## config.mk

```make
export PLATFORM = sky130hd
export DESIGN_NAME = actc_core
export DESIGN_NICKNAME = d
export VERILOG_FILES = /design/src/pkg/actc_pkg.sv /design/src/rtl/actc_core.sv
export SDC_FILE = /design/constraint.sdc
export NUM_CORES = 1
export LEC_CHECK = 0
export BUFFER_PORTS_ARGS = -buffer_cell sky130_fd_sc_hd__buf_4
export CORE_ASPECT_RATIO = 0.7
export CORE_MARGIN = 2
export CORE_UTILIZATION = 55
export DETAILED_ROUTE_END_ITERATION = 7
export GPL_TIMING_DRIVEN = 0
export PLACE_DENSITY = 0.78
export SYNTH_ARGS = -nofsm -noshare
export SYNTH_HDL_FRONTEND = slang
export SYNTH_SLANG_ARGS = --single-unit
```

## constraint.sdc

```tcl
create_clock -name pclk -period 6 [get_ports pclk]
set_input_delay 0.6 -clock pclk [delete_from_list [all_inputs] [get_ports pclk]]
set_output_delay 0.6 -clock pclk [all_outputs]
set_load 0.03 [all_outputs]
```

## src/pkg/actc_pkg.sv

```systemverilog
package actc_pkg;
  // Register indices; byte address is four times the index.
  localparam logic [15:0] IDX_PCH = 16'h1D1F;
  localparam logic [15:0] IDX_CON3 = 16'h1D29;
  localparam logic [15:0] IDX_STAT = 16'h1D2A;
  localparam logic [15:0] IDX_REF = 16'h1D2B;
  localparam logic [15:0] IDX_CLK = 16'h1D2D;
  localparam logic [15:0] IDX_CON2 = 16'h1D28;
  localparam logic [15:0] IDX_CON1 = 16'h1D27;
  localparam logic [15:0] IDX_MISC = 16'h1D40;
  localparam logic [15:0] IDX_UTH = 16'h1D41;
  localparam logic [15:0] IDX_LTH = 16'h1D42;
  localparam logic [15:0] IDX_STPT = 16'h1D43;
  localparam logic [15:0] IDX_ERR = 16'h1D44;
  localparam logic [7:0] RST_BYTE = 8'h00;
  localparam logic [15:0] RST_WORD = 16'h0000;
  localparam int unsigned CLR_CYCLES = 4;
  localparam int unsigned DIV_MSB = 6;
  typedef struct packed {
    logic [2:0] formula;
    logic stop_on_thr;
    logic [2:0] tmode;
  } actc_con3_s;
  typedef struct packed {
    logic [15:0] result;
    logic [15:0] previous;
    logic [15:0] filter;
  } actc_sample_s;
endpackage

```

## src/rtl/actc_core.sv

```systemverilog
// Our own choice: the APB register port.
`timescale 1ns/1ps
// Contract
// - Clear command holds until clearing completes.
// - Shift codes 000 and 111 are reserved.
// - Code 101 filter-setpoint; 100 previous-filter.
// - Codes 010/001 subtract previous when double.
// - Code 000 result-previous; others reserved.
// - Double with result source: every second.
// - Stop-on-threshold clears run in continuous mode.
// - Without stop bit, run bit stays set.
// - Threshold modes always, never, upper tests.
// - Modes outside window and inside window.
// - Overflow flag set, cleared by software/hardware.
// - Upper flag shows error above upper.
// - Lower flag shows error below lower.
// - Updated flag set on computation, sticky.
// - Updated clear ignored while stage is suspended.
// - Stage field encodes idle and six stages.
// - Stage shows suspended between paired triggers when not continuous.
// - Divider gives system clock over 2(n+1).
// - Divider only applies with system clock source.
// - Reference field selects fixed, pin, supply.
// - Positive input field selects analog source.
// - Double enable pairs conversions before computing.
module actc_core (
  // APB.
  input wire logic pclk,
  input wire logic presetn,
  input wire logic psel,
  input wire logic penable,
  input wire logic pwrite,
  input wire logic [31:0] paddr,
  input wire logic [31:0] pwdata,
  output logic [31:0] prdata,
  output logic pready,
  output logic pslverr,
  // Converter side, same clock.
  input wire logic conv_done,
  input wire logic [2:0] conv_stage,
  input wire actc_pkg::actc_sample_s sample,
  input wire logic accum_overflow,
  input wire logic clear_done,
  // Controls to the converter.
  output logic run,
  output logic run_clear,
  output logic threshold_irq,
  output logic accumulator_clear_cmd,
  output logic adc_clk_en,
  output logic [1:0] positive_reference_field,
  output logic [5:0] positive_input_field,
  output logic [2:0] shift_select,
  output logic shift_valid
);
  ////////////////////////////////////////////////////////////////////////////
  actc_pkg::actc_con3_s con3;
  logic [5:0] div_sel;
  logic rc_source;
  logic double_sample_enable;
  logic previous_source_select;
  logic repeat_conversion;
  logic [15:0] upper_threshold;
  logic [15:0] lower_threshold;
  logic [15:0] setpoint_value;
  logic [15:0] error_value;
  logic accumulator_overflow;
  logic computation_updated_flag;
  logic second_half;
  logic [2:0] stage;
  logic [6:0] div_cnt;
  logic [$clog2(actc_pkg::CLR_CYCLES+1)-1:0] clr_cnt;
  logic [15:0] idx;
  logic wr;
  logic rd_ok;
  logic compute;
  logic [16:0] next_err;
  logic err_ovf;
  logic above_upper_flag;
  logic below_lower_flag;
  logic thr_hit;
  logic [31:0] next_rdata;
  logic [1:0] reference_raw;
  logic wr_pch;
  logic wr_con1;
  logic wr_con2;
  logic wr_con3;
  logic wr_stat;
  logic wr_ref;
  logic wr_clk;
  logic wr_misc;
  logic wr_uth;
  logic wr_lth;
  logic wr_stpt;

  assign idx = paddr[17:2];
  assign wr = psel & penable & pwrite;
  assign pready = 1'b1;
  assign pslverr = psel & penable & ~rd_ok;
  assign positive_reference_field = (reference_raw == 2'b01) ? 2'b00 : reference_raw;
  ////////////////////////////////////////////////////////////////////////////
  // Write strobes, decoded once so every register process sees the same access.
  assign wr_pch = wr && (idx == actc_pkg::IDX_PCH);
  assign wr_con1 = wr && (idx == actc_pkg::IDX_CON1);
  assign wr_con2 = wr && (idx == actc_pkg::IDX_CON2);
  assign wr_con3 = wr && (idx == actc_pkg::IDX_CON3);
  assign wr_stat = wr && (idx == actc_pkg::IDX_STAT);
  assign wr_ref = wr && (idx == actc_pkg::IDX_REF);
  assign wr_clk = wr && (idx == actc_pkg::IDX_CLK);
  assign wr_misc = wr && (idx == actc_pkg::IDX_MISC);
  assign wr_uth = wr && (idx == actc_pkg::IDX_UTH);
  assign wr_lth = wr && (idx == actc_pkg::IDX_LTH);
  assign wr_stpt = wr && (idx == actc_pkg::IDX_STPT);
  ////////////////////////////////////////////////////////////////////////////
  // Register writes, one process per register.
  always_ff @(posedge pclk or negedge presetn) begin
    if (!presetn) begin
      con3 <= '0;
    end else if (wr_con3) begin
      con3 <= pwdata[6:0];
    end
  end

  always_ff @(posedge pclk or negedge presetn) begin
    if (!presetn) begin
      div_sel <= '0;
    end else if (wr_clk) begin
      div_sel <= pwdata[5:0];
    end
  end

  always_ff @(posedge pclk or negedge presetn) begin
    if (!presetn) begin
      reference_raw <= '0;
    end else if (wr_ref) begin
      reference_raw <= pwdata[1:0];
    end
  end

  always_ff @(posedge pclk or negedge presetn) begin
    if (!presetn) begin
      positive_input_field <= '0;
    end else if (wr_pch) begin
      positive_input_field <= pwdata[5:0];
    end
  end

  always_ff @(posedge pclk or negedge presetn) begin
    if (!presetn) begin
      double_sample_enable <= 1'b0;
    end else if (wr_con1) begin
      double_sample_enable <= pwdata[0];
    end
  end

  always_ff @(posedge pclk or negedge presetn) begin
    if (!presetn) begin
      previous_source_select <= 1'b0;
      shift_select <= '0;
    end else if (wr_con2) begin
      previous_source_select <= pwdata[7];
      shift_select <= pwdata[6:4];
    end
  end

  always_ff @(posedge pclk or negedge presetn) begin
    if (!presetn) begin
      rc_source <= 1'b0;
      repeat_conversion <= 1'b0;
    end else if (wr_misc) begin
      rc_source <= pwdata[0];
      repeat_conversion <= pwdata[1];
    end
  end

  always_ff @(posedge pclk or negedge presetn) begin
    if (!presetn) begin
      upper_threshold <= actc_pkg::RST_WORD;
    end else if (wr_uth) begin
      upper_threshold <= pwdata[15:0];
    end
  end

  always_ff @(posedge pclk or negedge presetn) begin
    if (!presetn) begin
      lower_threshold <= actc_pkg::RST_WORD;
    end else if (wr_lth) begin
      lower_threshold <= pwdata[15:0];
    end
  end

  always_ff @(posedge pclk or negedge presetn) begin
    if (!presetn) begin
      setpoint_value <= actc_pkg::RST_WORD;
    end else if (wr_stpt) begin
      setpoint_value <= pwdata[15:0];
    end
  end

  // Software's repeat count is trusted to be a power of two matching the shift.
  assign shift_valid = (shift_select != 3'b000) && (shift_select != 3'b111);
  ////////////////////////////////////////////////////////////////////////////
  // Accumulator clear: held set until the converter confirms and a floor has elapsed.
  always_ff @(posedge pclk or negedge presetn) begin
    if (!presetn) begin
      accumulator_clear_cmd <= 1'b0;
      clr_cnt <= '0;
    end else if (wr_con2 && pwdata[3]) begin
      accumulator_clear_cmd <= 1'b1;
      clr_cnt <= '0;
    end else if (accumulator_clear_cmd) begin
      if (clear_done && clr_cnt >= ($bits(clr_cnt))'(actc_pkg::CLR_CYCLES)) begin
        accumulator_clear_cmd <= 1'b0;
      end else if (clr_cnt < ($bits(clr_cnt))'(actc_pkg::CLR_CYCLES)) begin
        clr_cnt <= clr_cnt + 1'b1;
      end
    end
  end
  ////////////////////////////////////////////////////////////////////////////
  // Clock divider; the RC source bypasses it.
  always_ff @(posedge pclk or negedge presetn) begin
    if (!presetn) begin
      div_cnt <= '0;
    end else if (rc_source || div_cnt >= {div_sel, 1'b1}) begin
      div_cnt <= '0;
    end else begin
      div_cnt <= div_cnt + 1'b1;
    end
  end
  assign adc_clk_en = rc_source | (div_cnt == {div_sel, 1'b1});
  ////////////////////////////////////////////////////////////////////////////
  // Pairing: with double sampling, only the second conversion computes.
  always_ff @(posedge pclk or negedge presetn) begin
    if (!presetn) begin
      second_half <= 1'b0;
    end else if (!double_sample_enable) begin
      second_half <= 1'b0;
    end else if (conv_done) begin
      second_half <= ~second_half;
    end
  end
  assign compute = conv_done & (~double_sample_enable | second_half);

  // Stage field: suspended between paired triggers when not continuous.
  always_comb begin
    if (double_sample_enable && !repeat_conversion && second_half && conv_stage == 3'b000) begin
      stage = 3'b100;
    end else begin
      stage = conv_stage;
    end
  end
  ////////////////////////////////////////////////////////////////////////////
  // Error formula, one bit wider to catch overflow.
  always_comb begin
    logic [16:0] r;
    logic [16:0] p;
    logic [16:0] f;
    logic [16:0] s;
    logic [16:0] base;
    r = {sample.result[15], sample.result};
    p = {sample.previous[15], sample.previous};
    f = {sample.filter[15], sample.filter};
    s = {setpoint_value[15], setpoint_value};
    base = double_sample_enable ? (r - p) : r;
    case (con3.formula)
      3'b101: next_err = f - s;
      3'b100: next_err = p - f;
      3'b010: next_err = base - f;
      3'b001: next_err = base - s;
      3'b000: next_err = r - p;
      default: next_err = 17'h00000;
    endcase
  end
  assign err_ovf = next_err[16] ^ next_err[15];

  always_ff @(posedge pclk or negedge presetn) begin
    if (!presetn) begin
      error_value <= actc_pkg::RST_WORD;
    end else if (compute) begin
      error_value <= next_err[15:0];
    end
  end
  ////////////////////////////////////////////////////////////////////////////
  // Threshold tests on the fresh error.
  logic n_above;
  logic n_below;
  assign n_above = $signed(next_err[15:0]) > $signed(upper_threshold);
  assign n_below = $signed(next_err[15:0]) < $signed(lower_threshold);
  assign above_upper_flag = $signed(error_value) > $signed(upper_threshold);
  assign below_lower_flag = $signed(error_value) < $signed(lower_threshold);
  always_comb begin
    case (con3.tmode)
      3'b111: thr_hit = 1'b1;
      3'b110: thr_hit = n_above;
      3'b101: thr_hit = ~n_above;
      3'b100: thr_hit = n_below | n_above;
      3'b011: thr_hit = ~n_below & ~n_above &
        ($signed(next_err[15:0]) != $signed(lower_threshold)) &
        ($signed(next_err[15:0]) != $signed(upper_threshold));
      3'b010: thr_hit = ~n_below;
      3'b001: thr_hit = n_below;
      default: thr_hit = 1'b0;
    endcase
  end

  always_ff @(posedge pclk or negedge presetn) begin
    if (!presetn) begin
      threshold_irq <= 1'b0;
      run_clear <= 1'b0;
    end else begin
      threshold_irq <= compute & thr_hit;
      // Run bit only stopped by hardware in continuous mode with the stop bit.
      run_clear <= compute & thr_hit & repeat_conversion & con3.stop_on_thr;
    end
  end

  // Run bit: software sets via misc bit 2, hardware clears.
  always_ff @(posedge pclk or negedge presetn) begin
    if (!presetn) begin
      run <= 1'b0;
    end else if (run_clear) begin
      run <= 1'b0;
    end else if (wr_misc) begin
      run <= pwdata[2];
    end
  end
  ////////////////////////////////////////////////////////////////////////////
  // Status flags; hardware set wins over software clear.
  always_ff @(posedge pclk or negedge presetn) begin
    if (!presetn) begin
      accumulator_overflow <= 1'b0;
    end else if ((compute && err_ovf) || accum_overflow) begin
      accumulator_overflow <= 1'b1;
    end else if (accumulator_clear_cmd || (wr_stat && !pwdata[7])) begin
      accumulator_overflow <= 1'b0;
    end
  end

  always_ff @(posedge pclk or negedge presetn) begin
    if (!presetn) begin
      computation_updated_flag <= 1'b0;
    end else if (compute || accum_overflow) begin
      computation_updated_flag <= 1'b1;
    end else if (wr_stat && !pwdata[4] && stage != 3'b100) begin
      computation_updated_flag <= 1'b0;
    end
  end
  ////////////////////////////////////////////////////////////////////////////
  // Read mux.
  always_comb begin
    rd_ok = 1'b1;
    next_rdata = 32'h00000000;
    case (idx)
      actc_pkg::IDX_CON3: next_rdata = {25'h0, con3};
      actc_pkg::IDX_STAT: next_rdata = {24'h0, accumulator_overflow, above_upper_flag,
        below_lower_flag, computation_updated_flag, 1'b0, stage};
      actc_pkg::IDX_CLK: next_rdata = {26'h0, div_sel};
      actc_pkg::IDX_REF: next_rdata = {30'h0, reference_raw};
      actc_pkg::IDX_PCH: next_rdata = {26'h0, positive_input_field};
      actc_pkg::IDX_CON1: next_rdata = {31'h0, double_sample_enable};
      actc_pkg::IDX_CON2: next_rdata = {24'h0, previous_source_select, shift_select,
        accumulator_clear_cmd, 3'h0};
      actc_pkg::IDX_MISC: next_rdata = {29'h0, run, repeat_conversion, rc_source};
      actc_pkg::IDX_UTH: next_rdata = {16'h0, upper_threshold};
      actc_pkg::IDX_LTH: next_rdata = {16'h0, lower_threshold};
      actc_pkg::IDX_STPT: next_rdata = {16'h0, setpoint_value};
      actc_pkg::IDX_ERR: next_rdata = {16'h0, error_value};
      default: rd_ok = 1'b0;
    endcase
  end
  // Read data is latched in the setup phase, so the access phase returns a settled flop.
  always_ff @(posedge pclk or negedge presetn) begin
    if (!presetn) begin
      prdata <= '0;
    end else if (psel && !penable) begin
      prdata <= next_rdata;
    end
  end
endmodule

```

==> out/metrics.csv <==
stage,metric,value,unit
status,status,"complete, but fails checks",
status,violations,negative setup slack,
floorplanning,fp.dieW,175,um
cts,cts-root-buf,clkbuf_16,
power,p_int,0.00215,W
yosys,ys.flop_type,dfrtp_1,
detailed_routing,drc,0,
yosys,synthCells,1239,
grt,overflow,0,
placement,io_buffers,124,
floorplanning,pin_count,174,
cts,clock_latency,420,ps
power,p_switching,0.00102,W
sta,relSlewSlack,0.351,
sta,max_freq,163,MHz
grt,grt_antenna_before_repair,1,
yosys,yosysUniqueCellTypes,76,
floorplanning,initial_core_util,0.564,
sta,finalHoldViolCount,0,
yosys,yosysWarnings,0,
setup_path,cp_max_fo,4,
floorplanning,rows,43,
yosys,syn_area_per_cell,9.09,um^2
power,ir_drop,0.187,mV
floorplanning,dieHeight,124,um
grt,grt_pass1_wl,55.4,mm
detailed_routing,antenna_left,0,
sta,timing.final.crit_share,1.02,
yosys,synth_area_leaders,"dfrtp_1 (28%), ha_1 (15%), mux2_2 (11%)",
floorplanning,core_area,20000,um^2
cts,path_clk_slew,60,ps
final_layout,layout-drive-gt1-share,0.248,
power,p_seq_frac,0.300,
cts,cts_buffers,17,
cts,h-tree-depth,4,
placement,gp_congestion,0.949,
final_layout,fin_nets,1676,
yosys,async_flop_share,1.00,
sta,setup-violations-final,2,
grt,grt_max_degree,75,
yosys,synth.most_common_cell,ha_1,
cts,cts.path.max_buffers,2,
yosys,ys_seq_elements,125,
min_path,hp-class,primary input to async pin,
setup_path,path_buf_inv,3,
cts,holdBufCountCts,0,
yosys,ys_seq_area_frac,0.278,
power,swShare,0.321,
setup_path,cpMaxStageDelayCell,or4b_4,
grt,grt_pass1_vias,9919,
detailed_routing,first_iter_violations,1244,
yosys,synth_top_area_frac,0.278,
final_layout,area_growth,20.9,%
sta,min_period,6150,ps
setup_path,setup.worst_path.end_class,flop,
setup_path,slowest_delay,460,ps
placement,place_area,12700,um^2
setup_path,critical_path.top_delay_family,compound AO/OA/AOI/OAI gates,
setup_path,critical_path_arrival,6440,ps
setup_path,path_common_cell,o21ai_2,
detailed_routing,drt-total-wl,36.6,mm
setup_path,startpoint_type,primary input,
power,leakagePower,6.30,nW
yosys,yosysTopAreaCell,dfrtp_1,
sta,grt_setup_unrepaired,yes,
yosys,syn_area,11300,um^2
final_layout,stdcell_area,13600,um^2
sta,worst_slew_pin_slew,949,ps
cts,cts_sinks,125,
placement,post-place-ws,-950,ps
cts,cts_tree,done,
sta,setup_ws,-150,ps
final_layout,fillCellCount,1570,
power,total_power,0.00317,W
sta,slew_viol_final,0,
setup_path,critPathRequiredTime,6290,ps
detailed_routing,detail_route.first_pass.iterations,6,
run,maxCapViolCount,0,
power,clkPwrFrac,0.386,
yosys,synth-edff-count,0,
placement,hpwl,28.6,mm
sta,finClkSkew,8.80,ps
grt,grt_usage,0.336,
power,p_per_area,233,nW/um^2
detailed_routing,viasPerCell,6.26,
power,combPwrFrac,0.314,
floorplanning,dieArea,21600,um^2
setup_path,critPathKind,primary input to flop,
yosys,synth_common_cells,"ha_1 (135), dfrtp_1 (125), mux2_2 (109)",
detailed_routing,wl_per_cell,21.5,um
detailed_routing,vias,10628,
-- worst paths after layout --
kind	start	end	slack, ps	cells after the start
max in group asynchronous	presetn	div_sel[5]$_DFFE_PN0P_	5140	2
setup reg to reg	con3[4]$_DFFE_PN0P_	threshold_irq$_DFF_PN0_	-20	25
hold / removal	presetn	setpoint_value[11]$_DFFE_PN0P_	110	1
setup / recovery	sample[32]	threshold_irq$_DFF_PN0_	-150	29
hold reg to reg	run_clear$_DFF_PN0_	run$_DFFE_PN0P_	460	1
min in group pclk	pwdata[14]	upper_threshold[14]$_DFFE_PN0P_	420	2
-- layout make-up --
type | count | area, um^2 | share of cell area
plain buffers | 51 | 273 | 0.0200
multi-input cells | 970 | 7690 | 0.565
clock inverters | 9 | 205 | 0.0151
diodes | 1 | 2.50 | 0.000184
inverters | 108 | 408 | 0.0300
well taps | 270 | 338 | 0.0248
repair buffers | 141 | 1090 | 0.0798
flip-flops and latches | 125 | 3130 | 0.230
clock buffers | 22 | 484 | 0.0356
-- per-layer routing --
metal  vias up  GRT usage  share of wire
met4         0      0.100          0.023
met5         -          0              0
met2       575      0.480           0.41
li1       4898          -              -
met1      5083      0.495           0.46
met3        72     0.0891           0.11
-- flip-flops by register name (all words and copies together), names as in the netlist, 6 cells and up --
register,flops
div_cnt,7
con3,7
upper_threshold,16
setpoint_value,16
prdata,16
div_sel,6
lower_threshold,16
error_value,16
positive_input_field,6
-- power by group through the flow --
stage / clock network [W] / registers [W] / logic, W
detailed placement: 0 / 0.000961 / 0.000922
global route: 0.00126 / 0.000954 / 0.00109
global placement: 0 / 0.000960 / 0.000897
CTS: 0.00122 / 0.000947 / 0.000960
finish: 0.00122 / 0.000952 / 0.000997
floorplan: 0 / 0.000960 / 0.000619
-- logic make-up after synthesis --
group / count (synthesis) / synth area share
AOI/OAI and AO/OA: 345 / 0.209
and+or+nand+nor: 300 / 0.137
buffers and inverters: 159 / 0.0599
adders and majority gates: 139 / 0.157
DFF: 125 / 0.278
muxes: 119 / 0.119
xor gates and xnor gates: 50 / 0.0389
other: 2 / 0.000667
-- stage by stage --
stage	setup TNS (ps)	util	hold slack (ps)	cells
2_1_floorplan	0	-	304	1254
4_1_cts	0	0.675	142	1686
6_report	-290	0.682	110	1697
3_5_place_dp	-1870	0.635	445	1649
3_3_place_gp	-1750	0.633	442	1648
5_1_grt	-693	0.682	152	1696
-- layout by cell type (no fill, tap or decap), types with 9 or more instances in the layout --
master and count:
buf_4 156, ha_1 132, dfrtp_1 125, mux2_2 108, inv_1 106, nor2_1 88, a21oi_1 73, nand2_1 55
o21ai_0 50, xnor2_1 35, a21o_1 31, a22oi_1 31, nand2b_1 24, nor3_1 24, o21a_1 22, clkbuf_1 21
a31oi_1 18, nor2b_1 17, nand3_1 17, conb_1 17, clkbuf_16 17, xor2_1 15, nand4_1 13, a211oi_1 12
and3_1 10, buf_2 9, or3_1 9
-- timing repair --
item	CTS	global route
pin swaps	7	23
gates resized for setup	22	13
setup buffers	6	10
cloned	0	0
endpoints found under the setup margin	2	2
No activity file was read; power rests on OpenSTA's default activity.
